### src/logic/sbk_pkg.sv
// package: register map, fields, reset values and types of the break logic
`default_nettype none
package sbk_pkg;
  // ------------------------------------------------------------------
  // register offsets (byte addresses)
  // ------------------------------------------------------------------
  localparam logic [7:0] SBK_OFF_TX_CTRL   = 8'h00;
  localparam logic [7:0] SBK_OFF_TX_DATA   = 8'h04;
  localparam logic [7:0] SBK_OFF_RX_STAT   = 8'h08;
  localparam logic [7:0] SBK_OFF_RX_DATA   = 8'h0c;
  localparam logic [7:0] SBK_OFF_BAUD      = 8'h10;
  localparam logic [7:0] SBK_OFF_IRQ_STAT  = 8'h14;
  localparam logic [7:0] SBK_OFF_IRQ_MASK  = 8'h18;
  // ------------------------------------------------------------------
  // field positions
  // ------------------------------------------------------------------
  localparam int SBK_TXC_ENABLE = 0;
  localparam int SBK_TXC_BREAK  = 1;
  localparam int SBK_TXC_SRE    = 2;
  localparam int SBK_TXC_TBE    = 3;
  localparam int SBK_RXS_ENABLE = 0;
  localparam int SBK_RXS_WAKE   = 1;
  localparam int SBK_RXS_FRAME_ERR = 2;
  localparam int SBK_RXS_RDF    = 3;
  localparam int SBK_RXS_ABD    = 4;
  localparam int SBK_IRQ_TBE    = 0;
  localparam int SBK_IRQ_RX     = 1;
  localparam int SBK_IRQ_BREAK  = 2;
  localparam int SBK_IRQ_WAKE   = 3;
  localparam int SBK_IRQ_W      = 4;
  // ------------------------------------------------------------------
  // reset values and counts
  // ------------------------------------------------------------------
  localparam logic [15:0] SBK_BAUD_RST      = 16'h0000;
  localparam logic [3:0]  SBK_IRQ_MASK_RST  = 4'h0;
  localparam logic [3:0]  SBK_BREAK_ZEROS   = 4'hc;
  localparam logic [3:0]  SBK_DATA_BITS     = 4'h8;
  localparam logic [3:0]  SBK_OVERSAMPLE    = 4'hf;
  localparam logic [3:0]  SBK_MID_SAMPLE    = 4'h7;
  localparam logic [1:0]  SBK_WAKE_EDGES    = 2'h2;

  // apb request carrier
  typedef struct packed {
    logic        sel;
    logic        enable;
    logic        write;
    logic [7:0]  addr;
    logic [31:0] wdata;
  } sbk_apb_req_t;

  typedef enum logic [3:0] {
    SBK_TX_IDLE  = 4'b0001,
    SBK_TX_START = 4'b0010,
    SBK_TX_BITS  = 4'b0100,
    SBK_TX_STOP  = 4'b1000
  } sbk_tx_state_t;
endpackage
`default_nettype wire

### src/logic/sbk_sync.sv
// two-flop synchroniser for an input pin
`default_nettype none
module sbk_sync
(
  // clock and control
  input  wire logic clk_in,
  input  wire logic srst_in,
  input  wire logic ce_in,
  // data
  input  wire logic d_in,
  output logic      q_out
);
  logic meta_reg;
  // the line idles high, so reset to one
  always_ff @(posedge clk_in)
  begin
    if (srst_in)
    begin
      meta_reg <= 1'b1;
      q_out    <= 1'b1;
    end
    else if (ce_in)
    begin
      meta_reg <= d_in;
      q_out    <= meta_reg;
    end
  end
endmodule
`default_nettype wire

### src/logic/sbk_top.sv
// serial port with break send and break receive, apb register access
// ------------------------------------------------------------------
// Notes on behaviour
// break is start bit, twelve low bit times, then stop bit
// break request plus transmit enable, then data write starts break
// data written with the break request is ignored, zeros sent
// break request clears itself after the closing stop bit
// next byte is buffered during break and sent afterwards
// shift register empty flag tracks break like ordinary characters
// software builds a header: break, dummy write, then sync 55h
// buffer empty flag rises when data register empties
// received break shows data flag, framing error, zero byte
// software sets the baud generator before break detection
// auto-wake counts two line edges, interrupts, then next byte
// software may set auto-baud enable before sleeping
// low stop sample sets framing error, byte kept anyway
// ------------------------------------------------------------------
`default_nettype none
module sbk_top
  import sbk_pkg::*;
(
  // clock, reset, enable
  input  wire logic        clk_in,
  input  wire logic        srst_in,
  input  wire logic        ce_in,
  // apb slave
  input  wire logic        psel_in,
  input  wire logic        penable_in,
  input  wire logic        pwrite_in,
  input  wire logic [7:0]  paddr_in,
  input  wire logic [31:0] pwdata_in,
  output logic      [31:0] prdata_out,
  output logic             pready_out,
  output logic             pslverr_out,
  // serial lines and interrupt
  input  wire logic        serial_receive_line_in,
  output logic             serial_transmit_line_out,
  output logic             irq_out
);
  import sbk_pkg::*;

  // ------------------------------------------------------------------
  // bus decode
  // ------------------------------------------------------------------
  sbk_apb_req_t req;
  logic         wr_acc;
  logic         rd_acc;
  logic         mapped;
  assign req = '{sel: psel_in, enable: penable_in, write: pwrite_in,
                 addr: paddr_in, wdata: pwdata_in};
  assign wr_acc = ce_in & req.sel & req.enable & req.write;
  assign rd_acc = ce_in & req.sel & req.enable & ~req.write;
  // zero wait states; a frozen block holds the bus
  assign pready_out = ce_in;
  always_comb
  begin
    case (req.addr)
      SBK_OFF_TX_CTRL, SBK_OFF_TX_DATA, SBK_OFF_RX_STAT, SBK_OFF_RX_DATA,
      SBK_OFF_BAUD, SBK_OFF_IRQ_STAT, SBK_OFF_IRQ_MASK: mapped = 1'b1;
      default: mapped = 1'b0;
    endcase
  end
  assign pslverr_out = req.sel & req.enable & ~mapped;

  // ------------------------------------------------------------------
  // control registers
  // ------------------------------------------------------------------
  logic        tx_en_reg;
  logic        break_req_reg;
  logic        rx_en_reg;
  logic        wake_en_reg;
  logic        abd_en_reg;
  logic [15:0] baud_reg;
  logic [3:0]  mask_reg;
  logic        break_done;
  logic        wake_done;
  always_ff @(posedge clk_in)
  begin
    if (srst_in)
    begin
      tx_en_reg     <= 1'b0;
      break_req_reg <= 1'b0;
      rx_en_reg     <= 1'b0;
      wake_en_reg   <= 1'b0;
      abd_en_reg    <= 1'b0;
      baud_reg      <= SBK_BAUD_RST;
      mask_reg      <= SBK_IRQ_MASK_RST;
    end
    else if (ce_in)
    begin
      if (wr_acc && req.addr == SBK_OFF_TX_CTRL)
      begin
        tx_en_reg     <= req.wdata[SBK_TXC_ENABLE];
        break_req_reg <= req.wdata[SBK_TXC_BREAK];
      end
      // auto clear
      if (break_done)
        break_req_reg <= 1'b0;
      if (wr_acc && req.addr == SBK_OFF_RX_STAT)
      begin
        rx_en_reg   <= req.wdata[SBK_RXS_ENABLE];
        wake_en_reg <= req.wdata[SBK_RXS_WAKE];
        abd_en_reg  <= req.wdata[SBK_RXS_ABD];
      end
      if (wake_done)
        wake_en_reg <= 1'b0;
      if (wr_acc && req.addr == SBK_OFF_BAUD)
        baud_reg <= req.wdata[15:0];
      if (wr_acc && req.addr == SBK_OFF_IRQ_MASK)
        mask_reg <= req.wdata[3:0];
    end
  end

  // ------------------------------------------------------------------
  // baud tick: one per sixteenth of a bit
  // ------------------------------------------------------------------
  logic [15:0] baud_cnt_reg;
  logic        tick;
  assign tick = (baud_cnt_reg == 16'h0000);
  always_ff @(posedge clk_in)
  begin
    if (srst_in)
      baud_cnt_reg <= 16'h0000;
    else if (ce_in)
      baud_cnt_reg <= tick ? baud_reg : baud_cnt_reg - 16'h0001;
  end

  // ------------------------------------------------------------------
  // transmit buffer and shifter
  // ------------------------------------------------------------------
  logic          buf_full_reg;
  logic [7:0]    buf_data_reg;
  logic          buf_break_reg;
  sbk_tx_state_t tx_state_reg;
  logic [7:0]    tx_shift_reg;
  logic [3:0]    tx_bits_reg;
  logic [3:0]    tx_sub_reg;
  logic          tx_is_break_reg;
  logic          tx_load;
  logic          bit_end;
  logic          data_wr;
  assign data_wr  = wr_acc && req.addr == SBK_OFF_TX_DATA;
  assign tx_load  = tx_en_reg && buf_full_reg && tx_state_reg == SBK_TX_IDLE;
  assign bit_end  = tick && tx_sub_reg == SBK_OVERSAMPLE;
  assign break_done = ce_in && bit_end && tx_state_reg == SBK_TX_STOP
                      && tx_is_break_reg;

  // buffer accepts the next byte while the shifter runs
  always_ff @(posedge clk_in)
  begin
    if (srst_in)
    begin
      buf_full_reg  <= 1'b0;
      buf_data_reg  <= 8'h00;
      buf_break_reg <= 1'b0;
    end
    else if (ce_in)
    begin
      if (data_wr && !buf_full_reg)
      begin
        buf_full_reg  <= 1'b1;
        buf_data_reg  <= req.wdata[7:0];
        // break sampled on write; only if no break is being sent
        buf_break_reg <= break_req_reg && tx_en_reg && !tx_is_break_reg;
      end
      else if (tx_load)
        buf_full_reg <= 1'b0;
    end
  end

  always_ff @(posedge clk_in)
  begin
    if (srst_in)
    begin
      tx_state_reg    <= SBK_TX_IDLE;
      tx_shift_reg    <= 8'h00;
      tx_bits_reg     <= 4'h0;
      tx_sub_reg      <= 4'h0;
      tx_is_break_reg <= 1'b0;
    end
    else if (ce_in)
    begin
      if (tick && tx_state_reg != SBK_TX_IDLE)
        tx_sub_reg <= tx_sub_reg + 4'h1;
      case (tx_state_reg)
        SBK_TX_IDLE:
          if (tx_load)
          begin
            tx_state_reg    <= SBK_TX_START;
            tx_sub_reg      <= 4'h0;
            // break discards the written data
            tx_shift_reg    <= buf_break_reg ? 8'h00 : buf_data_reg;
            tx_is_break_reg <= buf_break_reg;
            // twelve zero bit times for a break
            tx_bits_reg     <= buf_break_reg ? SBK_BREAK_ZEROS
                                             : SBK_DATA_BITS;
          end
        SBK_TX_START:
          if (bit_end)
            tx_state_reg <= SBK_TX_BITS;
        SBK_TX_BITS:
          if (bit_end)
          begin
            tx_shift_reg <= {1'b0, tx_shift_reg[7:1]};
            tx_bits_reg  <= tx_bits_reg - 4'h1;
            if (tx_bits_reg == 4'h1)
              tx_state_reg <= SBK_TX_STOP;
          end
        SBK_TX_STOP:
          if (bit_end)
          begin
            tx_state_reg    <= SBK_TX_IDLE;
            tx_is_break_reg <= 1'b0;
          end
        default:
          tx_state_reg <= SBK_TX_IDLE;
      endcase
    end
  end

  // line driven from a flop
  always_ff @(posedge clk_in)
  begin
    if (srst_in)
      serial_transmit_line_out <= 1'b1;
    else if (ce_in)
      serial_transmit_line_out <=
        (tx_state_reg == SBK_TX_START) ? 1'b0 :
        (tx_state_reg == SBK_TX_BITS)  ? tx_shift_reg[0] : 1'b1;
  end

  // empty flag same for break and data
  logic shift_empty;
  assign shift_empty = (tx_state_reg == SBK_TX_IDLE);
  // buffer empty flag
  logic buf_empty;
  assign buf_empty = ~buf_full_reg;

  // ------------------------------------------------------------------
  // receiver
  // ------------------------------------------------------------------
  logic       rx_line;
  sbk_sync u_rx_sync
  (
    .clk_in  (clk_in),
    .srst_in (srst_in),
    .ce_in   (ce_in),
    .d_in    (serial_receive_line_in),
    .q_out   (rx_line)
  );
  logic       rx_prev_reg;
  logic       rx_busy_reg;
  logic [3:0] rx_sub_reg;
  logic [3:0] rx_cnt_reg;
  logic [7:0] rx_shift_reg;
  logic [7:0] rx_data_reg;
  logic       rx_frame_err_reg;
  logic       rx_flag_reg;
  logic       rx_done;
  logic       rx_mid;
  logic [1:0] wake_edges_reg;
  logic       rx_edge;
  assign rx_edge   = rx_line ^ rx_prev_reg;
  assign rx_mid    = tick && rx_busy_reg && rx_sub_reg == SBK_MID_SAMPLE;
  assign rx_done   = rx_mid && rx_cnt_reg == 4'h9;
  // two edges seen, wake event
  assign wake_done = ce_in && wake_en_reg && rx_edge
                     && wake_edges_reg == SBK_WAKE_EDGES - 2'h1;

  always_ff @(posedge clk_in)
  begin
    if (srst_in)
    begin
      rx_prev_reg    <= 1'b1;
      wake_edges_reg <= 2'h0;
    end
    else if (ce_in)
    begin
      rx_prev_reg <= rx_line;
      if (!wake_en_reg || wake_done)
        wake_edges_reg <= 2'h0;
      else if (rx_edge)
        wake_edges_reg <= wake_edges_reg + 2'h1;
    end
  end

  always_ff @(posedge clk_in)
  begin
    if (srst_in)
    begin
      rx_busy_reg  <= 1'b0;
      rx_sub_reg   <= 4'h0;
      rx_cnt_reg   <= 4'h0;
      rx_shift_reg <= 8'h00;
    end
    else if (ce_in)
    begin
      if (!rx_busy_reg)
      begin
        if (rx_en_reg && !wake_en_reg && rx_prev_reg && !rx_line)
        begin
          rx_busy_reg <= 1'b1;
          rx_sub_reg  <= 4'h0;
          rx_cnt_reg  <= 4'h0;
        end
      end
      else if (tick)
      begin
        rx_sub_reg <= rx_sub_reg + 4'h1;
        if (rx_mid)
        begin
          rx_cnt_reg <= rx_cnt_reg + 4'h1;
          if (rx_cnt_reg == 4'h0 && rx_line)
            rx_busy_reg <= 1'b0;
          else if (rx_cnt_reg != 4'h0 && rx_cnt_reg != 4'h9)
            rx_shift_reg <= {rx_line, rx_shift_reg[7:1]};
          if (rx_done)
            rx_busy_reg <= 1'b0;
        end
      end
    end
  end

  // stop sample low gives framing error, byte kept
  always_ff @(posedge clk_in)
  begin
    if (srst_in)
    begin
      rx_data_reg      <= 8'h00;
      rx_frame_err_reg <= 1'b0;
      rx_flag_reg      <= 1'b0;
    end
    else if (ce_in)
    begin
      if (rx_done)
      begin
        rx_data_reg      <= rx_shift_reg;
        rx_frame_err_reg <= ~rx_line;
        rx_flag_reg      <= 1'b1;
      end
      else if (rd_acc && req.addr == SBK_OFF_RX_DATA)
      begin
        rx_flag_reg      <= 1'b0;
        rx_frame_err_reg <= 1'b0;
      end
    end
  end

  // ------------------------------------------------------------------
  // interrupts: sticky, write one to clear, set wins
  // ------------------------------------------------------------------
  logic [3:0] irq_stat_reg;
  logic [3:0] irq_set;
  logic       brk_rx;
  assign brk_rx = rx_done && !rx_line && rx_shift_reg == 8'h00;
  always_comb
  begin
    irq_set = 4'h0;
    irq_set[SBK_IRQ_TBE]   = tx_load;
    irq_set[SBK_IRQ_RX]    = rx_done;
    irq_set[SBK_IRQ_BREAK] = brk_rx;
    irq_set[SBK_IRQ_WAKE]  = wake_done;
  end
  always_ff @(posedge clk_in)
  begin
    if (srst_in)
      irq_stat_reg <= 4'h0;
    else if (ce_in)
    begin
      if (wr_acc && req.addr == SBK_OFF_IRQ_STAT)
        irq_stat_reg <= (irq_stat_reg & ~req.wdata[3:0]) | irq_set;
      else
        irq_stat_reg <= irq_stat_reg | irq_set;
    end
  end
  assign irq_out = |(irq_stat_reg & mask_reg);

  // ------------------------------------------------------------------
  // read mux
  // ------------------------------------------------------------------
  always_comb
  begin
    prdata_out = 32'h0000_0000;
    case (req.addr)
      SBK_OFF_TX_CTRL:
      begin
        prdata_out[SBK_TXC_ENABLE] = tx_en_reg;
        prdata_out[SBK_TXC_BREAK]  = break_req_reg;
        prdata_out[SBK_TXC_SRE]    = shift_empty;
        prdata_out[SBK_TXC_TBE]    = buf_empty;
      end
      SBK_OFF_RX_STAT:
      begin
        prdata_out[SBK_RXS_ENABLE] = rx_en_reg;
        prdata_out[SBK_RXS_WAKE]   = wake_en_reg;
        prdata_out[SBK_RXS_FRAME_ERR] = rx_frame_err_reg;
        prdata_out[SBK_RXS_RDF]    = rx_flag_reg;
        prdata_out[SBK_RXS_ABD]    = abd_en_reg;
      end
      SBK_OFF_RX_DATA:  prdata_out[7:0]  = rx_data_reg;
      SBK_OFF_BAUD:     prdata_out[15:0] = baud_reg;
      SBK_OFF_IRQ_STAT: prdata_out[3:0]  = irq_stat_reg;
      SBK_OFF_IRQ_MASK: prdata_out[3:0]  = mask_reg;
      default:          prdata_out = 32'h0000_0000;
    endcase
  end
endmodule
`default_nettype wire

### config.mk
export PLATFORM = sky130hd
export DESIGN_NAME = sbk_top
export DESIGN_NICKNAME = d
export VERILOG_FILES = /design/src/logic/sbk_pkg.sv /design/src/logic/sbk_sync.sv /design/src/logic/sbk_top.sv
export SDC_FILE = /design/constraint.sdc
export NUM_CORES = 1
export LEC_CHECK = 0
export ABC_CLOCK_PERIOD_IN_PS = 3800
export BUFFER_PORTS_ARGS = -buffer_cell sky130_fd_sc_hd__buf_2
export CAP_MARGIN = 20
export CELL_PAD_IN_SITES_DETAIL_PLACEMENT = 2
export CELL_PAD_IN_SITES_GLOBAL_PLACEMENT = 2
export CORE_MARGIN = 2
export CORE_UTILIZATION = 35
export CTS_BUF_LIST = sky130_fd_sc_hd__clkbuf_8
export DETAILED_ROUTE_END_ITERATION = 16
export PLACE_DENSITY = 0.86
export SKIP_LAST_GASP = 1
export SLEW_MARGIN = 0
export SYNTH_ARGS = -nofsm -noshare
export SYNTH_HDL_FRONTEND = slang
export SYNTH_SLANG_ARGS = --single-unit
### constraint.sdc
create_clock -name clk_in -period 3.8 [get_ports clk_in]
set_input_delay 0.76 -clock clk_in [delete_from_list [all_inputs] [get_ports clk_in]]
set_output_delay 0.76 -clock clk_in [all_outputs]
set_load 0.02 [all_outputs]
==> metrics <==
outcome finished, final reports clean; htree depth 3; CTS resizes 0; CTS Sinks around 110; Largest delay share family, worst path simple AND/OR/NAND/NOR gates; commonest cells after routing, fill and taps aside 109 x dfxtp_1, 65 x nor2_1, 65 x nand2_1, 56 x a21oi_1, 50 x buf_2; Detail Route Antenna Nets 0; CP max-delay cell or4_4; YS warnings 0; layout cells sized above 1 0.137; buffers plus inverters on the worst setup path 3; Final Max Tran Viols 0; EDFF count, synth 0; relative slew slack 0.330; DRT Wirelength about 19000 um; area of the core between 0.015 and 0.02 mm^2; fill count roughly 1800; Largest stage delay, worst path 0.55 ns; ys flop type dfxtp_1; sequential share of the synthesized area 0.397; hpwl dp 13500 um; Skew-Pair Late Insertion Delay a little over 0.4 ns; clock-pin slew of the registers on the worst-case setup and hold paths around 0.13 ns; arrival time at the worst endpoint 2.72 ns; crit path setup slack, layout 0.323 ns; Finish-stage setup viols 0; WL/cell 20.9 um; Remaining Overflow, GRT 0; IO buf count 50; DIE WIDTH between 100 and 150 um; RePlAce Congestion between 0.8 and 0.9; Total Power around 3 mW; Final Hold Vio Count 0; first-pass GRT wire length between 30000 and 40000 um; DRC viols 0; Worst Setup Start Kind primary input; Mapped Cells approximately 660; Worst setup EP type output pin; Max Fclk ~290 MHz; switching share of power 0.390; clock power share 0.276; vias in the first global route around 5700; largest net degree at the start of global routing 56; nets@finish roughly 750; CTS Buffer Depth 2; fin cells 912; worst endpoint required time roughly 3.0 ns; drt pass-1 iters 5; area grow syn2layout 12.0%; Setup CP Type in2out; worst-path fanout max 7; worst min-delay path category reg2reg; Worst VDD drop a little over 0.0002 V; CTS root buf clkbuf_8; R2R setup slack approximately 1.2 ns; placed cell count about 900; Most Frequent Cell on Critical Path buf_2; Post-Synthesis Cell Area about 0.0055 mm^2; Lkg Pwr ~2.3 nW; die area 0.0167 mm^2; Final min period 3.48 ns; Slew @ Worst Pin around 1 ns; setup tns final 0 ns; PD cells 490 mW/mm^2; Antenna Cells 0; WHS approximately 0.5 ns; Clock Skew 0.0190 ns; Comb pwr share 0.296; starting density of the core 0.360; CTS tree yes; asr flop ratio synth 0; Syn Area/Cell 8.30 um^2; initial antenna violation count 0; Core Rows between 40 and 50; Final Cycle Share 0.915; Via density approximately 5.7; max_cap viols 0; #FFs+latches synth about 110; Net Sw Power 1.17 mW; crit-path cells buf_2 > or4_4 > or3b_1 > nor3_1 > buf_4 > a32oi_1 > o221ai_1 > buf_2; Ports 83; total number of vias between 5000 and 6000; share of power burned in registers 0.428; hold buffers post-CTS 0; pre-CTS setup slack 0.335 ns; Global Route Usage Sum 0.237; Iteration-0 DRC Markers about 190; Die Span Y about 130 um; Internal between 1.5 and 2 mW; RSZ-0062 raised after global routing no; total CTS buffers 9; postcts setup bufs 0; most common cell after layout, fill and taps aside dfxtp_1; Yosys cell types between 60 and 70
==> area by class of cell <==
class | instances | area [um^2] | area share
clock buffer | 9 | 124 | 0.0201
clock inverter | 7 | 108 | 0.0175
inverter | 16 | 60.1 | 0.00976
multi-input combinational | 492 | 3030 | 0.492
sequential | 109 | 2180 | 0.355
tap | 211 | 264 | 0.0429
timing repair buffer | 68 | 385 | 0.0626
==> power groups by stage <==
| stage | combinational [mW] | clock, mW | sequential (mW) |
|---|---|---|---|
| 2_1_floorplan | 0.576 | 0 | 1.29 |
| 3_3_place_gp | 0.822 | 0 | 1.30 |
| 3_5_place_dp | 0.874 | 0 | 1.32 |
| 4_1_cts | 0.892 | 0.838 | 1.29 |
| 5_1_grt | 0.983 | 0.880 | 1.30 |
| 6_report | 0.891 | 0.832 | 1.29 |
==> synthesized netlist by cell type, types with 3 or more instances <==
library cell  number  area, um^2
dfxtp_1          109        2180
nand4_1           12        75.1
nand3_1           33         165
clkbuf_1          37         139
a32o_1             3        30.0
o21ai_0           25         125
mux2_2             3        33.8
nor2b_1            4        25.0
a31oi_1            9        56.3
xor2_1             5        43.8
a32oi_1            3        26.3
inv_1             15        56.3
nor3_1            21         105
nor2_1            65         244
o32ai_1            3        26.3
ha_1               9         113
nand2b_1           4        25.0
nand2_1           65         244
buf_2              4        20.0
o31ai_1            3        22.5
a21oi_1           56         280
a2111oi_0          7        61.3
a22oi_1            8        60.1
or3_1              8        50.1
o211ai_1           3        22.5
and3_1            16         100
buf_4             18         135
nand3b_1           3        22.5
and2_1             3        18.8
nor4_1             5        31.3
a22o_1             4        35.0
nor3b_1            8        60.1
xnor2_1            3        26.3
nor4b_1            4        35.0
mux2i_1           38         380
==> routing by layer <==
| layer | global-route usage | routed length (um) |
|---|---|---|
| met5 | 0 | 0 |
| met2 | 0.423 | 9790 |
| met3 | 0.0227 | 643 |
| met4 | 0.0799 | 387 |
| met1 | 0.300 | 8270 |
==> kinds of logic after synthesis <==
group	after synthesis	share of synthesized area
mux	41	0.0753
compound gates	150	0.177
xor+xnor	8	0.0127
buf+inv	76	0.0651
fa+ha+maj	9	0.0205
flops	109	0.397
other cells	1	0.000682
simple gates	268	0.252
==> worst min-delay path, cell delays in order (launching register included) <==
cell,delay [ns]
dfxtp_1,0.35
nand2_1,0.06
a21oi_1,0.05
==> metrics by stage <==
stage / util / cell area (um^2)
after CTS: 0.403 / 6150
after global placement: 0.388 / 5920
after floorplan: - / 5550
after detailed placement: 0.388 / 5920
final: 0.403 / 6150
after global routing: 0.403 / 6150
==> worst paths after layout <==
kind                                              startpoint                      endpoint  cells past startpoint
worst max register to register  baud_cnt_reg[2]$_SDFFE_PP0P_  tx_shift_reg[6]$_SDFFE_PP0P_                      5
worst min register to register      baud_reg[9]$_SDFFE_PP0P_      baud_reg[9]$_SDFFE_PP0P_                      2
worst min-delay path                baud_reg[9]$_SDFFE_PP0P_      baud_reg[9]$_SDFFE_PP0P_                      2
worst max-delay path                             paddr_in[5]                 prdata_out[2]                      8
No activity file was read; power rests on OpenSTA's default activity.
